File: src/verilog/sacs_params.svh
// timing and layout constants of the conversion sequencer
`ifndef SACS_PARAMS_SVH
`define SACS_PARAMS_SVH
`define SACS_CLK_PERIOD_NS 4
`define SACS_RES_BITS      12
`define SACS_ACQ_MIN_NS    50
`define SACS_ACQ_CYC       ((`SACS_ACQ_MIN_NS + `SACS_CLK_PERIOD_NS - 1) / `SACS_CLK_PERIOD_NS)
`define SACS_BIT_NS        20
`define SACS_BIT_CYC       (`SACS_BIT_NS / `SACS_CLK_PERIOD_NS)
`define SACS_RESULT_RST    12'h000
`endif

File: src/verilog/sacs_pkg.sv
// types of the conversion sequencer
package sacs_pkg;
  typedef enum logic [1:0] {SACS_ACQUIRE, SACS_CLEAR, SACS_CONVERT, SACS_LOAD} sacs_state_t;
endpackage : sacs_pkg

File: src/verilog/sacs_bit_pacer.sv
// internal bit-decision clock: one tick every period cycles
`timescale 1ns/1ns
module sacs_bit_pacer #(
  parameter int PERIOD = 5
) (
  input  wire logic core_clk,
  input  wire logic rstn,
  input  wire logic clkEn,
  input  wire logic run,
  output logic      tick
);
  logic [7:0] cnt_q;

  always_ff @(posedge core_clk or negedge rstn)
  begin
    if (!rstn)
    begin
      cnt_q <= 8'h00;
    end
    else if (clkEn)
    begin
      if (!run || cnt_q == 8'(PERIOD - 1))
      begin
        cnt_q <= 8'h00;
      end
      else
      begin
        cnt_q <= cnt_q + 8'h01;
      end
    end
  end

  assign tick = run && (cnt_q == 8'(PERIOD - 1));
endmodule : sacs_bit_pacer

File: src/verilog/sacs_sequencer.sv
// successive-approximation conversion sequencer
`timescale 1ns/1ns
`include "sacs_params.svh"
module sacs_sequencer
  import sacs_pkg::*;
#(
  parameter int RES_BITS = `SACS_RES_BITS,
  parameter int BIT_CYC  = `SACS_BIT_CYC
) (
  input  wire logic                core_clk,
  input  wire logic                rstn,
  input  wire logic                clkEn,
  input  wire logic                chipSelect_n,
  input  wire logic                conversion_start_n,
  input  wire logic                cmpHigh,
  output logic                     busy_n,
  output logic                     sampleHold,
  output logic                     zeroSwitchOn,
  output logic                     capToGround,
  output logic [RES_BITS-1:0]      dacCode,
  output logic [RES_BITS-1:0]      dataOut,
  output logic                     dataValid
);
  // ****************************************
  // state
  // ****************************************
  sacs_state_t               state_q;
  logic                      startPrev_q;
  logic [RES_BITS-1:0]       successive_approx_reg_q;
  logic [RES_BITS-1:0]       trialBit_q;
  logic                      tick;
  logic                      startFall;

  // a fall is only seen while selected; held-low start never retriggers
  assign startFall = startPrev_q && !conversion_start_n && !chipSelect_n;

  sacs_bit_pacer #(.PERIOD(BIT_CYC)) uPacer (
    .core_clk (core_clk),
    .rstn     (rstn),
    .clkEn    (clkEn),
    .run      (state_q == SACS_CONVERT),
    .tick     (tick)
  );

  always_ff @(posedge core_clk or negedge rstn)
  begin
    if (!rstn)
    begin
      startPrev_q <= 1'b1;
    end
    else if (clkEn)
    begin
      startPrev_q <= conversion_start_n;
    end
  end

  // ****************************************
  // sequencing
  // ****************************************
  always_ff @(posedge core_clk or negedge rstn)
  begin
    if (!rstn)
    begin
      state_q                 <= SACS_ACQUIRE;
      successive_approx_reg_q <= '0;
      trialBit_q              <= '0;
    end
    else if (clkEn)
    begin
      case (state_q)
        SACS_ACQUIRE:
        begin
          if (startFall)
          begin
            state_q <= SACS_CLEAR;
          end
        end
        SACS_CLEAR:
        begin
          successive_approx_reg_q <= '0;
          trialBit_q              <= {1'b1, {(RES_BITS-1){1'b0}}};
          state_q                 <= SACS_CONVERT;
        end
        SACS_CONVERT:
        begin
          // starts are not looked at here, so a cycle cannot restart
          if (tick)
          begin
            // msb trial is the sign bit, so its sense is inverted for two's complement
            if (trialBit_q[RES_BITS-1] ? !cmpHigh : cmpHigh)
            begin
              successive_approx_reg_q <= successive_approx_reg_q | trialBit_q;
            end
            trialBit_q <= trialBit_q >> 1;
            if (trialBit_q[0])
            begin
              state_q <= SACS_LOAD;
            end
          end
        end
        SACS_LOAD:
        begin
          state_q <= SACS_ACQUIRE;
        end
        default:
        begin
          state_q <= SACS_ACQUIRE;
        end
      endcase
    end
  end

  // ****************************************
  // outputs
  // ****************************************
  always_ff @(posedge core_clk or negedge rstn)
  begin
    if (!rstn)
    begin
      busy_n       <= 1'b1;
      sampleHold   <= 1'b0;
      zeroSwitchOn <= 1'b1;
      capToGround  <= 1'b0;
      dacCode      <= '0;
      dataOut      <= RES_BITS'(`SACS_RESULT_RST);
      dataValid    <= 1'b0;
    end
    else if (clkEn)
    begin
      dataValid <= 1'b0;
      if (state_q == SACS_ACQUIRE && startFall)
      begin
        busy_n       <= 1'b0;
        sampleHold   <= 1'b1;
        zeroSwitchOn <= 1'b0;
        capToGround  <= 1'b1;
      end
      if (state_q == SACS_CONVERT)
      begin
        // trial code drives the dac: accepted bits plus current trial
        dacCode <= successive_approx_reg_q | trialBit_q;
      end
      if (state_q == SACS_LOAD)
      begin
        dataOut      <= successive_approx_reg_q;
        dataValid    <= 1'b1;
        busy_n       <= 1'b1;
        sampleHold   <= 1'b0;
        zeroSwitchOn <= 1'b1;
        capToGround  <= 1'b0;
      end
    end
  end
endmodule : sacs_sequencer
File: config.mk
export PLATFORM = sky130hd
export DESIGN_NAME = sacs_sequencer
export DESIGN_NICKNAME = d
export VERILOG_FILES = /design/src/verilog/sacs_pkg.sv /design/src/verilog/sacs_bit_pacer.sv /design/src/verilog/sacs_sequencer.sv
export VERILOG_INCLUDE_DIRS = /design/src /design/src/verilog
export SDC_FILE = /design/constraint.sdc
export NUM_CORES = 1
export LEC_CHECK = 0
export ABC_AREA = 1
export BUFFER_PORTS_ARGS = -buffer_cell sky130_fd_sc_hd__buf_2
export CAP_MARGIN = 15
export CORE_MARGIN = 2
export CORE_UTILIZATION = 40
export DETAILED_ROUTE_END_ITERATION = 8
export GPL_TIMING_DRIVEN = 1
export PLACE_DENSITY = 0.56
export SYNTH_ARGS = -nofsm -noshare
export SYNTH_HDL_FRONTEND = slang
export SYNTH_HIERARCHICAL = 1
export SYNTH_SLANG_ARGS = --single-unit
File: constraint.sdc
create_clock -name core_clk -period 4.8 [get_ports core_clk]
set_input_delay 0.48 -clock core_clk [delete_from_list [all_inputs] [get_ports core_clk]]
set_output_delay 0.48 -clock core_clk [all_outputs]
set_load 0.01 [all_outputs]
Yosys cells after proc, flatten, opt, wreduce, memory -nomap -nowiden
Index checks and enable logic that the tools add are counted.
{"block": "totals", "register_bits": 62, "input_bits": 6, "word_cells": 54}
{"block": "classes", "n_addsub": 1, "n_eq_ne": 8, "n_mux": 16, "n_bitwise": 1, "n_reduce_logical": 18}
{"operator": "$pmux W12 S2", "count": 2}
{"operator": "$mux W12", "count": 3}
{"operator": "$or A12 B12 Y12", "count": 1}
{"operator": "$add A8 B1 Y8 const B", "count": 1}
{"operator": "$eq A8 B3 Y1 const B", "count": 1}
{"operator": "$mux W8", "count": 1}
{"operator": "$ne A2 B2 Y1 const B", "count": 4}
{"operator": "$pmux W2 S4", "count": 1}
{"operator": "$reduce_and A4 Y1", "count": 2}
{"operator": "$mux W1", "count": 6}
{"operator": "$mux W2", "count": 3}
{"operator": "$reduce_and A2 Y1", "count": 3}
{"operator": "$eq A2 B2 Y1 const B", "count": 2}
{"operator": "$logic_and A1 B1 Y1", "count": 4}
{"operator": "$logic_not A1 Y1", "count": 4}
{"operator": "$reduce_bool A2 Y1", "count": 2}
{"operator": "$reduce_and A3 Y1", "count": 1}
{"operator": "$eq A2 B1 Y1 const B", "count": 1}
{"operator": "$logic_not A2 Y1", "count": 1}
{"operator": "$logic_or A1 B1 Y1", "count": 1}

Logic depth before layout (Yosys ltp)
Gate-level depths: netlist of the first run.
{"block": "depth", "word_depth": 6, "depth_mapped": 12, "mapped_depth_nobuf": 11}

Hierarchy
Netlist of the first run, hierarchy kept.
{"module": "sacs_sequencer", "instances": 1, "cells_each": 251, "area_each_um2": 2403.6}
{"module": "sacs_bit_pacer", "instances": 1, "cells_each": 57, "area_each_um2": 480.5}

Least setup slack after synthesis of the first run
Ideal clock, no wire load.
{"block": "synth_timing", "path_kind": "register -> register", "startpoint": "reg uPacer.cnt_q[0]", "endpoint": "reg successive_approx_reg_q[10]", "setup_time_ns": 0.116, "t_arrival_ns": 1.531, "slack_ns": 3.153, "stages_incl_launch_ff": 13, "n_path_buf": 1, "synth_period_minus_slack_ns": 1.647, "cell_sequence": "dfrtp_1 inv_1 ha_1 nand3_2 nor3b_1 inv_1 nand2_1 nand2_2 nor2_4 nand2_2 buf_6 nand2_1 nand2_1"}
{"block": "synth_via", "elab_chain_len": 4}
{"item": "start, declared", "line": "sacs_bit_pacer.sv:12", "source": "logic [7:0] cnt_q;"}
{"item": "start signal, assigned", "line": "sacs_bit_pacer.sv:28", "source": "cnt_q <= cnt_q + 8'h01;"}
{"item": "$eq A8 B3 Y1", "line": "sacs_bit_pacer.sv:33", "source": "assign tick = run && (cnt_q == 8'(PERIOD - 1));"}
{"item": "$logic_and A1 B1 Y1", "line": "sacs_bit_pacer.sv:33"}
{"item": "net tick", "line": "sacs_sequencer.sv:31", "source": "logic tick;"}
{"item": "$ne A2 B2 Y1 (no line)"}
{"item": "$reduce_and A4 Y1 (no line)"}
{"item": "end signal, assigned", "line": "sacs_sequencer.sv:92", "source": "successive_approx_reg_q <= successive_approx_reg_q | trialBit_q;"}
{"item": "end, declared", "line": "sacs_sequencer.sv:29", "source": "logic [RES_BITS-1:0] successive_approx_reg_q;"}
The timed path passes the listed nets, and every way through them passes these cells.
A chain may end at the register's enable or synchronous reset.

Final worst setup path of the first run
{"block": "layout_timing", "startpoint": "reg state_q[0]", "endpoint": "reg dacCode[8]"}
{"block": "layout_via", "elab_chain_len": 2}
{"item": "start, declared", "line": "sacs_sequencer.sv:27", "source": "sacs_state_t state_q;"}
{"item": "start signal, assigned", "line": "sacs_sequencer.sv:64", "source": "state_q <= SACS_ACQUIRE;"}
{"item": "start signal, assigned", "line": "sacs_sequencer.sv:75", "source": "state_q <= SACS_CLEAR;"}
{"item": "start signal, assigned", "line": "sacs_sequencer.sv:82", "source": "state_q <= SACS_CONVERT;"}
{"item": "$eq A2 B2 Y1", "line": "sacs_sequencer.sv:138", "source": "if (state_q == SACS_CONVERT)"}
{"item": "$reduce_and A2 Y1 (no line)"}
{"item": "end signal, assigned", "line": "sacs_sequencer.sv:141", "source": "dacCode <= successive_approx_reg_q | trialBit_q;"}
{"item": "end, declared", "line": "sacs_sequencer.sv:20", "source": "output logic [RES_BITS-1:0] dacCode,"}
Every way passes these cells.

==> results of run 1 <==
==> placed cells by master (no fill, tap or decap), drive strengths merged <==
master	count
or2	2
mux2	12
ha	8
a21oi	1
clkinv	2
nand4	2
nand3b	1
xor2	2
bufinv	2
a31oi	1
nand3	19
nor2	41
buf	35
nor3b	1
nand2	94
inv	18
o22ai	1
clkinvlp	2
o21bai	1
o21ai	28
clkbuf	9
dfrtp	60
dfstp	2
==> per-layer routing <==
metal	vias up	global-route usage (%)	routed length, um
met5	-	0	0
met4	0	8.26	127
met3	13	3.69	253
met2	43	24.2	2360
met1	944	21.7	2770
li1	1044	-	-
==> sequential cells by signal, indices dropped and copies added, names as in the netlist <==
signal,flops
dacCode,12
dataOut,12
successive_approx_reg_q,12
trialBit_q,12
uPacer/cnt_q,8
state_q,2
capToGround,1
dataValid,1
startPrev_q,1
zeroSwitchOn,1
==> Yosys cell counts (3+ instances only) <==
cell type                 number  share of area (%)
sky130_fd_sc_hd__nand2_1      89                 12
sky130_fd_sc_hd__buf_4         5                1.3
sky130_fd_sc_hd__mux2_4        7                3.6
sky130_fd_sc_hd__o21ai_1      13                2.3
sky130_fd_sc_hd__ha_1          8                3.5
sky130_fd_sc_hd__mux2_2        5                2.0
sky130_fd_sc_hd__dfrtp_1      60                 52
sky130_fd_sc_hd__nand3_2       4                1.4
sky130_fd_sc_hd__buf_6         4                1.6
sky130_fd_sc_hd__o21ai_0      14                2.4
sky130_fd_sc_hd__buf_2         5               0.87
sky130_fd_sc_hd__nand3_1      15                2.6
sky130_fd_sc_hd__nor2_1       36                4.7
sky130_fd_sc_hd__nand2_2       3               0.65
sky130_fd_sc_hd__nor2_2        3               0.65
sky130_fd_sc_hd__inv_1        15                2.0
==> worst max-delay path by stage <==
stage	endpoint	slack, ps	cells past startpoint
finish	dacCode[8]	2620	5
global route	dacCode[8]	2330	5
CTS	dacCode[0]	2570	4
detailed placement	dacCode[11]	2590	4
global placement	dacCode[6]	2600	5
floorplan	successive_approx_reg_q[10]	3150	12
==> power by group through the flow <==
stage / sequential [uW] / clock [uW] / combinational [uW]
after global routing: 635 / 550 / 445
after detailed placement: 636 / 0 / 390
after global placement: 636 / 0 / 385
after floorplan: 642 / 0 / 306
after CTS: 627 / 529 / 392
final: 626 / 515 / 385
==> per-stage QoR <==
step | utilization, % | power, uW | cell area (sq um) | setup slack [ps]
finish | 47.9 | 1530 | 3290 | 2620
global route | 47.9 | 1630 | 3290 | 2330
CTS | 47.9 | 1550 | 3290 | 2570
detailed placement | 44.7 | 1030 | 3070 | 2590
global placement | 44.7 | 1020 | 3070 | 2600
floorplan | - | 948 | 2880 | 3150
==> final cells by class <==
type / instances / area [sq um]
Multi-Input combinational cell: 214 / 1150
Sequential cell: 62 / 1550
Clock buffer: 9 / 124
Timing Repair Buffer: 35 / 178
Tap cell: 96 / 120
Fill cell: 672 / 3580
Clock inverter: 7 / 97.6
Inverter: 17 / 63.8
==> cell families after synthesis <==
| logic type | synth area share, % |
|---|---|
| buf+inv | 6.07 |
| flops | 53.9 |
| fa+ha+maj | 3.47 |
| xor+xnor | 0.607 |
| compound gates | 5.86 |
| mux | 5.60 |
| simple gates | 24.5 |
==> results.txt, run 1 <==
----------------------------------------------------
[Floorplanning]
  Starting density of the core ... a little over two fifths
  Die span in x ... approximately 89 um
  Number of ports placed on the die boundary ... 35
  Core Region ... between 6000 and 7000 sq um
  Number of rows created at floorplan ... 30
  Area of the die ... 7900 sq um
  Height of the chip ... a little under 90 um

[Route]
  Overall via count from detail_route ... between 2000 and 2500
  Mean number of vias per cell ... between 4 and 5
  Final routed wirelength across all metal layers ... 5.50 mm
  Wire length per cell ... around 13 um
  Antenna-violating nets left ... 0
  Number of remaining DRC errors ... 0
  Iter 0 DRT Violations ... 81
  Number of detailed-routing iterations run before antenna repair ... 4

[Synthesis]
  Mean cell area of the mapped netlist ... ~9.4 sq um
  Most instantiated flip-flop cell in the synthesis netlist ... sky130_fd_sc_hd__dfrtp_1
  Number of flops mapped to enable cells by yosys ... 0
  Number of register bits inferred by synthesis ... 62
  Sequential cell area fraction in the yosys report ... a little over half
  Gate Count Post-Synth ... 308
  Post-synthesis cell area ... a little under 3000 sq um
  Share of async-settable or async-resettable flops after synthesis ... 100%
  Post-synth cell types ... 32
  Synthesis Warnings ... 6
  Net count of the mapped netlist ... 322

[Clock tree]
  Post-CTS Setup Repair Bufs ... 0
  Number of buffers inserted for hold repair after clock tree synthesis ... 0
  Clock Root Buffer ... sky130_fd_sc_hd__clkbuf_8
  Maximum level of the CTS H-tree ... 3
  Clk Latency, worst-skew pair ... between 300 and 400 ps
  CTS tree ... built
  Sink count of the clock tree ... 62
  Clk pin slew, worst setup/hold paths ... approximately 80 ps
  Total CTS buffers ... 9
  Count of cells resized by post-cts repair ... 0
  Maximum count of clock buffers along a single path ... 2

[Placed design]
  Final HPWL from detailed placement ... between 3 and 4 mm
  Placer's final routability congestion estimate ... just over 0.7
  Buffers added on ports ... 34
  Cell total after placement ... roughly 420

[Critical path]
  Worst path cell trace ... inv_1 > ha_1 > nand2_1 > nand2_1 > o21ai_0
  Endpoint required time on the critical path ... about 5000 ps
  Critical path's top delay family ... simple AND/OR/NAND/NOR gates
  Master of the slowest instance on the critical path ... sky130_fd_sc_hd__nand2_1
  Startpoint type of the worst setup path ... flop
  Top fanout value on the critical path ... 24
  Capture point of the worst reg-to-reg path ... dacCode[8]
  Register-to-Register Setup Slack ... around 2600 ps
  Worst r2r src ... state_q[0]
  Bufs and invs on worst path ... 1
  Setup Crit Path Kind ... reg2reg
  CP max stage delay ... between 600 and 700 ps
  Register-to-Register Path Depth ... 5
  Worst setup EP type ... flop
  Critical path origin ... state_q[0]
  Most frequent CP cell ... sky130_fd_sc_hd__nand2_1
  Arr. time, crit path ... roughly 2400 ps

[GRT]
  Global-route wire length before repair ... between 9 and 10 mm
  Congestion Overflow GR ... 0
  Via count of the first global-routing pass ... about 2000
  Antenna violations before repair ... 0
  Global routing usage summed across all routing layers ... roughly 16%
  Pin count of the biggest net entering global routing ... 63

[Power]
  Sw frac ... between 30 and 40%
  Clock share of power ... 33.7%
  Proportion of power drawn by flip-flops and latches ... about two fifths
  Total power per unit cell area ... between 400 and 500 nW/um^2
  Static Leakage ... about 0.0017 uW
  Net switching power ... between 500 and 600 uW
  Part of the total power dissipated in combinational logic ... approximately 25%
  VDD IR-drop max ... roughly 0.20 mV
  Internal ... about 1000 uW

[Timing]
  Actual slew at the worst max-slew pin ... approximately 770 ps
  Final Setup Violations ... 0
  Maximum operating frequency ... between 400 and 500 MHz
  Final clock skew ... 7.57 ps
  Worst hold margin ... between 200 and 300 ps
  Worst relative slew slack ... between 40 and 50%
  Minimum clock period ... 2180 ps
  RSZ-0062 raised after global routing ... no
  Final number of max-transition violations ... 0
  Number of failing hold endpoints at the final stage ... 0
  Post-route clock period utilization ... a little under half
  Setup TNS ... 0 ps

[Finish]
  Synth-to-Final Area Change ... 14.1%
  Number of antenna repair diodes ... 0
  Final layout net count ... about 350
  Post-Layout Cell Count ... 440
  Layout cell share with drive strength beyond 1 ... roughly 24%

[Flow run]
  Max-cap violation count ... 0

[Outcome]
  Result of the run ... finished, final reports clean

[Hold path]
  Tightest Hold Check Type ... in2async

----------------------------------------------------
No activity file was read; power rests on OpenSTA's default activity.
==> run 2, diff against run 1 <==
--- a/config.mk
+++ b/config.mk
@@ -13,7 +13,7 @@
 export CORE_UTILIZATION = 40
 export DETAILED_ROUTE_END_ITERATION = 8
 export GPL_TIMING_DRIVEN = 1
-export PLACE_DENSITY = 0.56
+export PLACE_DENSITY = 0.59
 export SYNTH_ARGS = -nofsm -noshare
 export SYNTH_HDL_FRONTEND = slang
 export SYNTH_HIERARCHICAL = 1
==> constraint.sdc (replaced) <==
create_clock -name core_clk -period 1.8 [get_ports core_clk]
set_input_delay 0.18 -clock core_clk [delete_from_list [all_inputs] [get_ports core_clk]]
set_output_delay 0.18 -clock core_clk [all_outputs]
set_load 0.01 [all_outputs]
==> run 2 against run 1 <==
Compared with the run above: final area increased by 7.1%; maximum frequency rose by 26%; sequential power grew to 2.7 times the previous value; critical path depth is 6 higher; combinational power grew to 3.7 times the previous value; register-to-register slack worse by 2600 ps; core utilization rose by 3.4 points.
==> results.txt, run 2 (synthesis results as in run 1) <==
----------------------------------------------------
[Clock tree]
  Sink count of the clock tree ... 62
  Clk pin slew, worst setup/hold paths ... about 70 ps
  CTS tree ... built
  Clock Root Buffer ... sky130_fd_sc_hd__clkbuf_8
  Clk Latency, worst-skew pair ... approximately 340 ps
  Maximum level of the CTS H-tree ... 3
  Total CTS buffers ... 9
  Maximum count of clock buffers along a single path ... 2

[Placed design]
  Total cell area at the placement stage ... approximately 3200 sq um
  Buffers added on ports ... 34
  Worst slack at placement ... approximately 40 ps
  Final HPWL from detailed placement ... between 3 and 4 mm
  Placer's final routability congestion estimate ... approximately 0.77
  Cell total after placement ... roughly 430

[Critical path]
  Endpoint required time on the critical path ... 2080 ps
  Worst path cell trace ... inv_2 > ha_4 > nand3_2 > nor3b_2 > inv_1 > nand2_2 > nand2_4 > nor2_4 > clkbuf_16 > nand3_1 > nand2_1
  Startpoint type of the worst setup path ... flop
  Register-to-Register Setup Slack ... 70 ps
  Critical path origin ... uPacer/cnt_q[1]
  Worst setup EP type ... flop
  Capture point of the worst reg-to-reg path ... successive_approx_reg_q[0]
  Worst r2r src ... uPacer/cnt_q[1]
  Register-to-Register Path Depth ... 11
  Master of the slowest instance on the critical path ... sky130_fd_sc_hd__dfrtp_1
  CP max stage delay ... around 400 ps
  Arr. time, crit path ... roughly 2000 ps
  Last element of the critical path ... successive_approx_reg_q[0]
  Setup Crit Path Kind ... reg2reg
  Top fanout value on the critical path ... 6

[Timing]
  Worst relative slew slack ... between 60 and 70%
  Actual slew at the worst max-slew pin ... 494 ps
  RSZ-0062 raised after global routing ... yes
  Maximum operating frequency ... 578 MHz
  Final Setup Violations ... 0
  Number of failing hold endpoints at the final stage ... 0
  Final number of max-transition violations ... 0
  Post-route clock period utilization ... a little over nine tenths
  Final critical-path setup slack ... ~69 ps
  Minimum clock period ... about 1700 ps
  Final clock skew ... roughly 9.5 ps

[Route]
  Met3 Routed Length ... 211 um
  Iter 0 DRT Violations ... 172
  Final routed wirelength across all metal layers ... around 6 mm
  Routed length on met2 ... about 2.6 mm
  Wire length per cell ... 13.0 um
  Antenna-violating nets left ... 0
  Number of remaining DRC errors ... 0
  Highest metal layer used by the detailed router ... met4
  Overall via count from detail_route ... around 2200
  Wl on met1 ... 3.04 mm
  Number of detailed-routing iterations run before antenna repair ... 4
  Mean number of vias per cell ... between 4 and 5

[Finish]
  Utilization after layout ... between 50% and 60%
  Final layout net count ... approximately 370
  Commonest cells after routing, fill and taps aside ... 86 x sky130_fd_sc_hd__nand2_1, 60 x sky130_fd_sc_hd__dfrtp_1, 35 x sky130_fd_sc_hd__nor2_1, 34 x sky130_fd_sc_hd__buf_2, 15 x sky130_fd_sc_hd__buf_4
  Post-Layout Cell Count ... 460
  Post-layout instance area ... 3520 sq um
  Commonest non-fill, non-tap cell in the layout ... sky130_fd_sc_hd__nand2_1
  Synth-to-Final Area Change ... 22.2%
  Layout cell share with drive strength beyond 1 ... 30.5%
  Number of antenna repair diodes ... 0

[GRT]
  Congestion Overflow GR ... 0
  Antenna violations before repair ... 0
  Pin count of the biggest net entering global routing ... 44
  Via count of the first global-routing pass ... 2058
  Global-route wire length before repair ... 9.76 mm
  Global routing usage summed across all routing layers ... 16.3%

[Floorplanning]
  Area of the die ... a little under 8000 sq um
  Die span in x ... between 80 and 90 um
  Number of rows created at floorplan ... 30
  Starting density of the core ... a little over two fifths
  Height of the chip ... roughly 90 um
  Core Region ... between 6000 and 7000 sq um
  Number of ports placed on the die boundary ... 35

[Hold path]
  Tightest Hold Check Type ... in2reg

[Outcome]
  Result of the run ... finished, final reports clean

[Power]
  Static Leakage ... around 0.0018 uW
  VDD IR-drop max ... ~0.38 mV
  Total power per unit cell area ... ~1200 nW/um^2
  Overall power after layout ... ~4300 uW

[Flow run]
  Max-cap violation count ... 0

----------------------------------------------------
[run 2: changes by cell type in the layout (fill, tap and decap cells not counted), moves of 2 or more]
cell,previous run,this run
sky130_fd_sc_hd__inv_1,15,13
sky130_fd_sc_hd__nand2_1,89,86
sky130_fd_sc_hd__nand3_1,15,13
sky130_fd_sc_hd__buf_4,1,15
sky130_fd_sc_hd__nand2_4,2,5
sky130_fd_sc_hd__nand3_2,4,6
sky130_fd_sc_hd__inv_2,2,4
sky130_fd_sc_hd__buf_12,0,2
[run 2: through the flow]
stage | hold slack [ps] | TNS [ps]
final | 37.2 | 0
after CTS | 38.4 | 0
after global placement | 168 | 0
after detailed placement | 173 | 0
after global routing | 62.4 | -455
after floorplan | -116 | 0
[run 2: area by class of cell]
cell class	count	area [sq um]
Clock buffer	11	141
Clock inverter	5	58.8
Fill cell	621	3340
Inverter	17	63.8
Multi-Input combinational cell	215	1210
Sequential cell	62	1550
Tap cell	96	120
Timing Repair Buffer	54	373
[run 2: critical path, delay by kind of cell (launching register included)]
family        cells  cell delay (ps)
flops             1              410
fa+ha+maj         1              130
simple gates      7              770
buf+inv           3              360
[run 2: worst min-delay path by stage]
| stage | start | end | depth (start not counted) |
|---|---|---|---|
| after floorplan | rstn | capToGround | 0 |
| after global placement | rstn | uPacer/cnt_q[5] | 1 |
| after detailed placement | rstn | uPacer/cnt_q[5] | 1 |
| after CTS | conversion_start_n | startPrev_q | 3 |
| after global routing | conversion_start_n | startPrev_q | 3 |
| final | conversion_start_n | startPrev_q | 3 |
[run 2: timing repair]
| item | in CTS | in global routing |
|---|---|---|
| endpoints found under the setup margin | 0 | 14 |
| gates resized for setup | 0 | 16 |
| buffers inserted | 0 | 9 |
| endpoints found under the hold margin | 17 | 0 |
| hold buffers | 1 | 0 |
[run 2: metal layers]
metal	vias to the layer above	track usage, %
li1	1095	-
met1	1001	23.2
met2	44	23.8
met3	11	3.69
met4	0	7.02
met5	-	0
[run 2: power breakdown]
| part | internal [uW] | leakage [uW] | switching [uW] |
|---|---|---|---|
| Clock | 677 | 0.0000955 | 553 |
| Combinational | 572 | 0.000850 | 846 |
| Sequential | 1550 | 0.000849 | 114 |
| Total | 2800 | 0.00179 | 1510 |
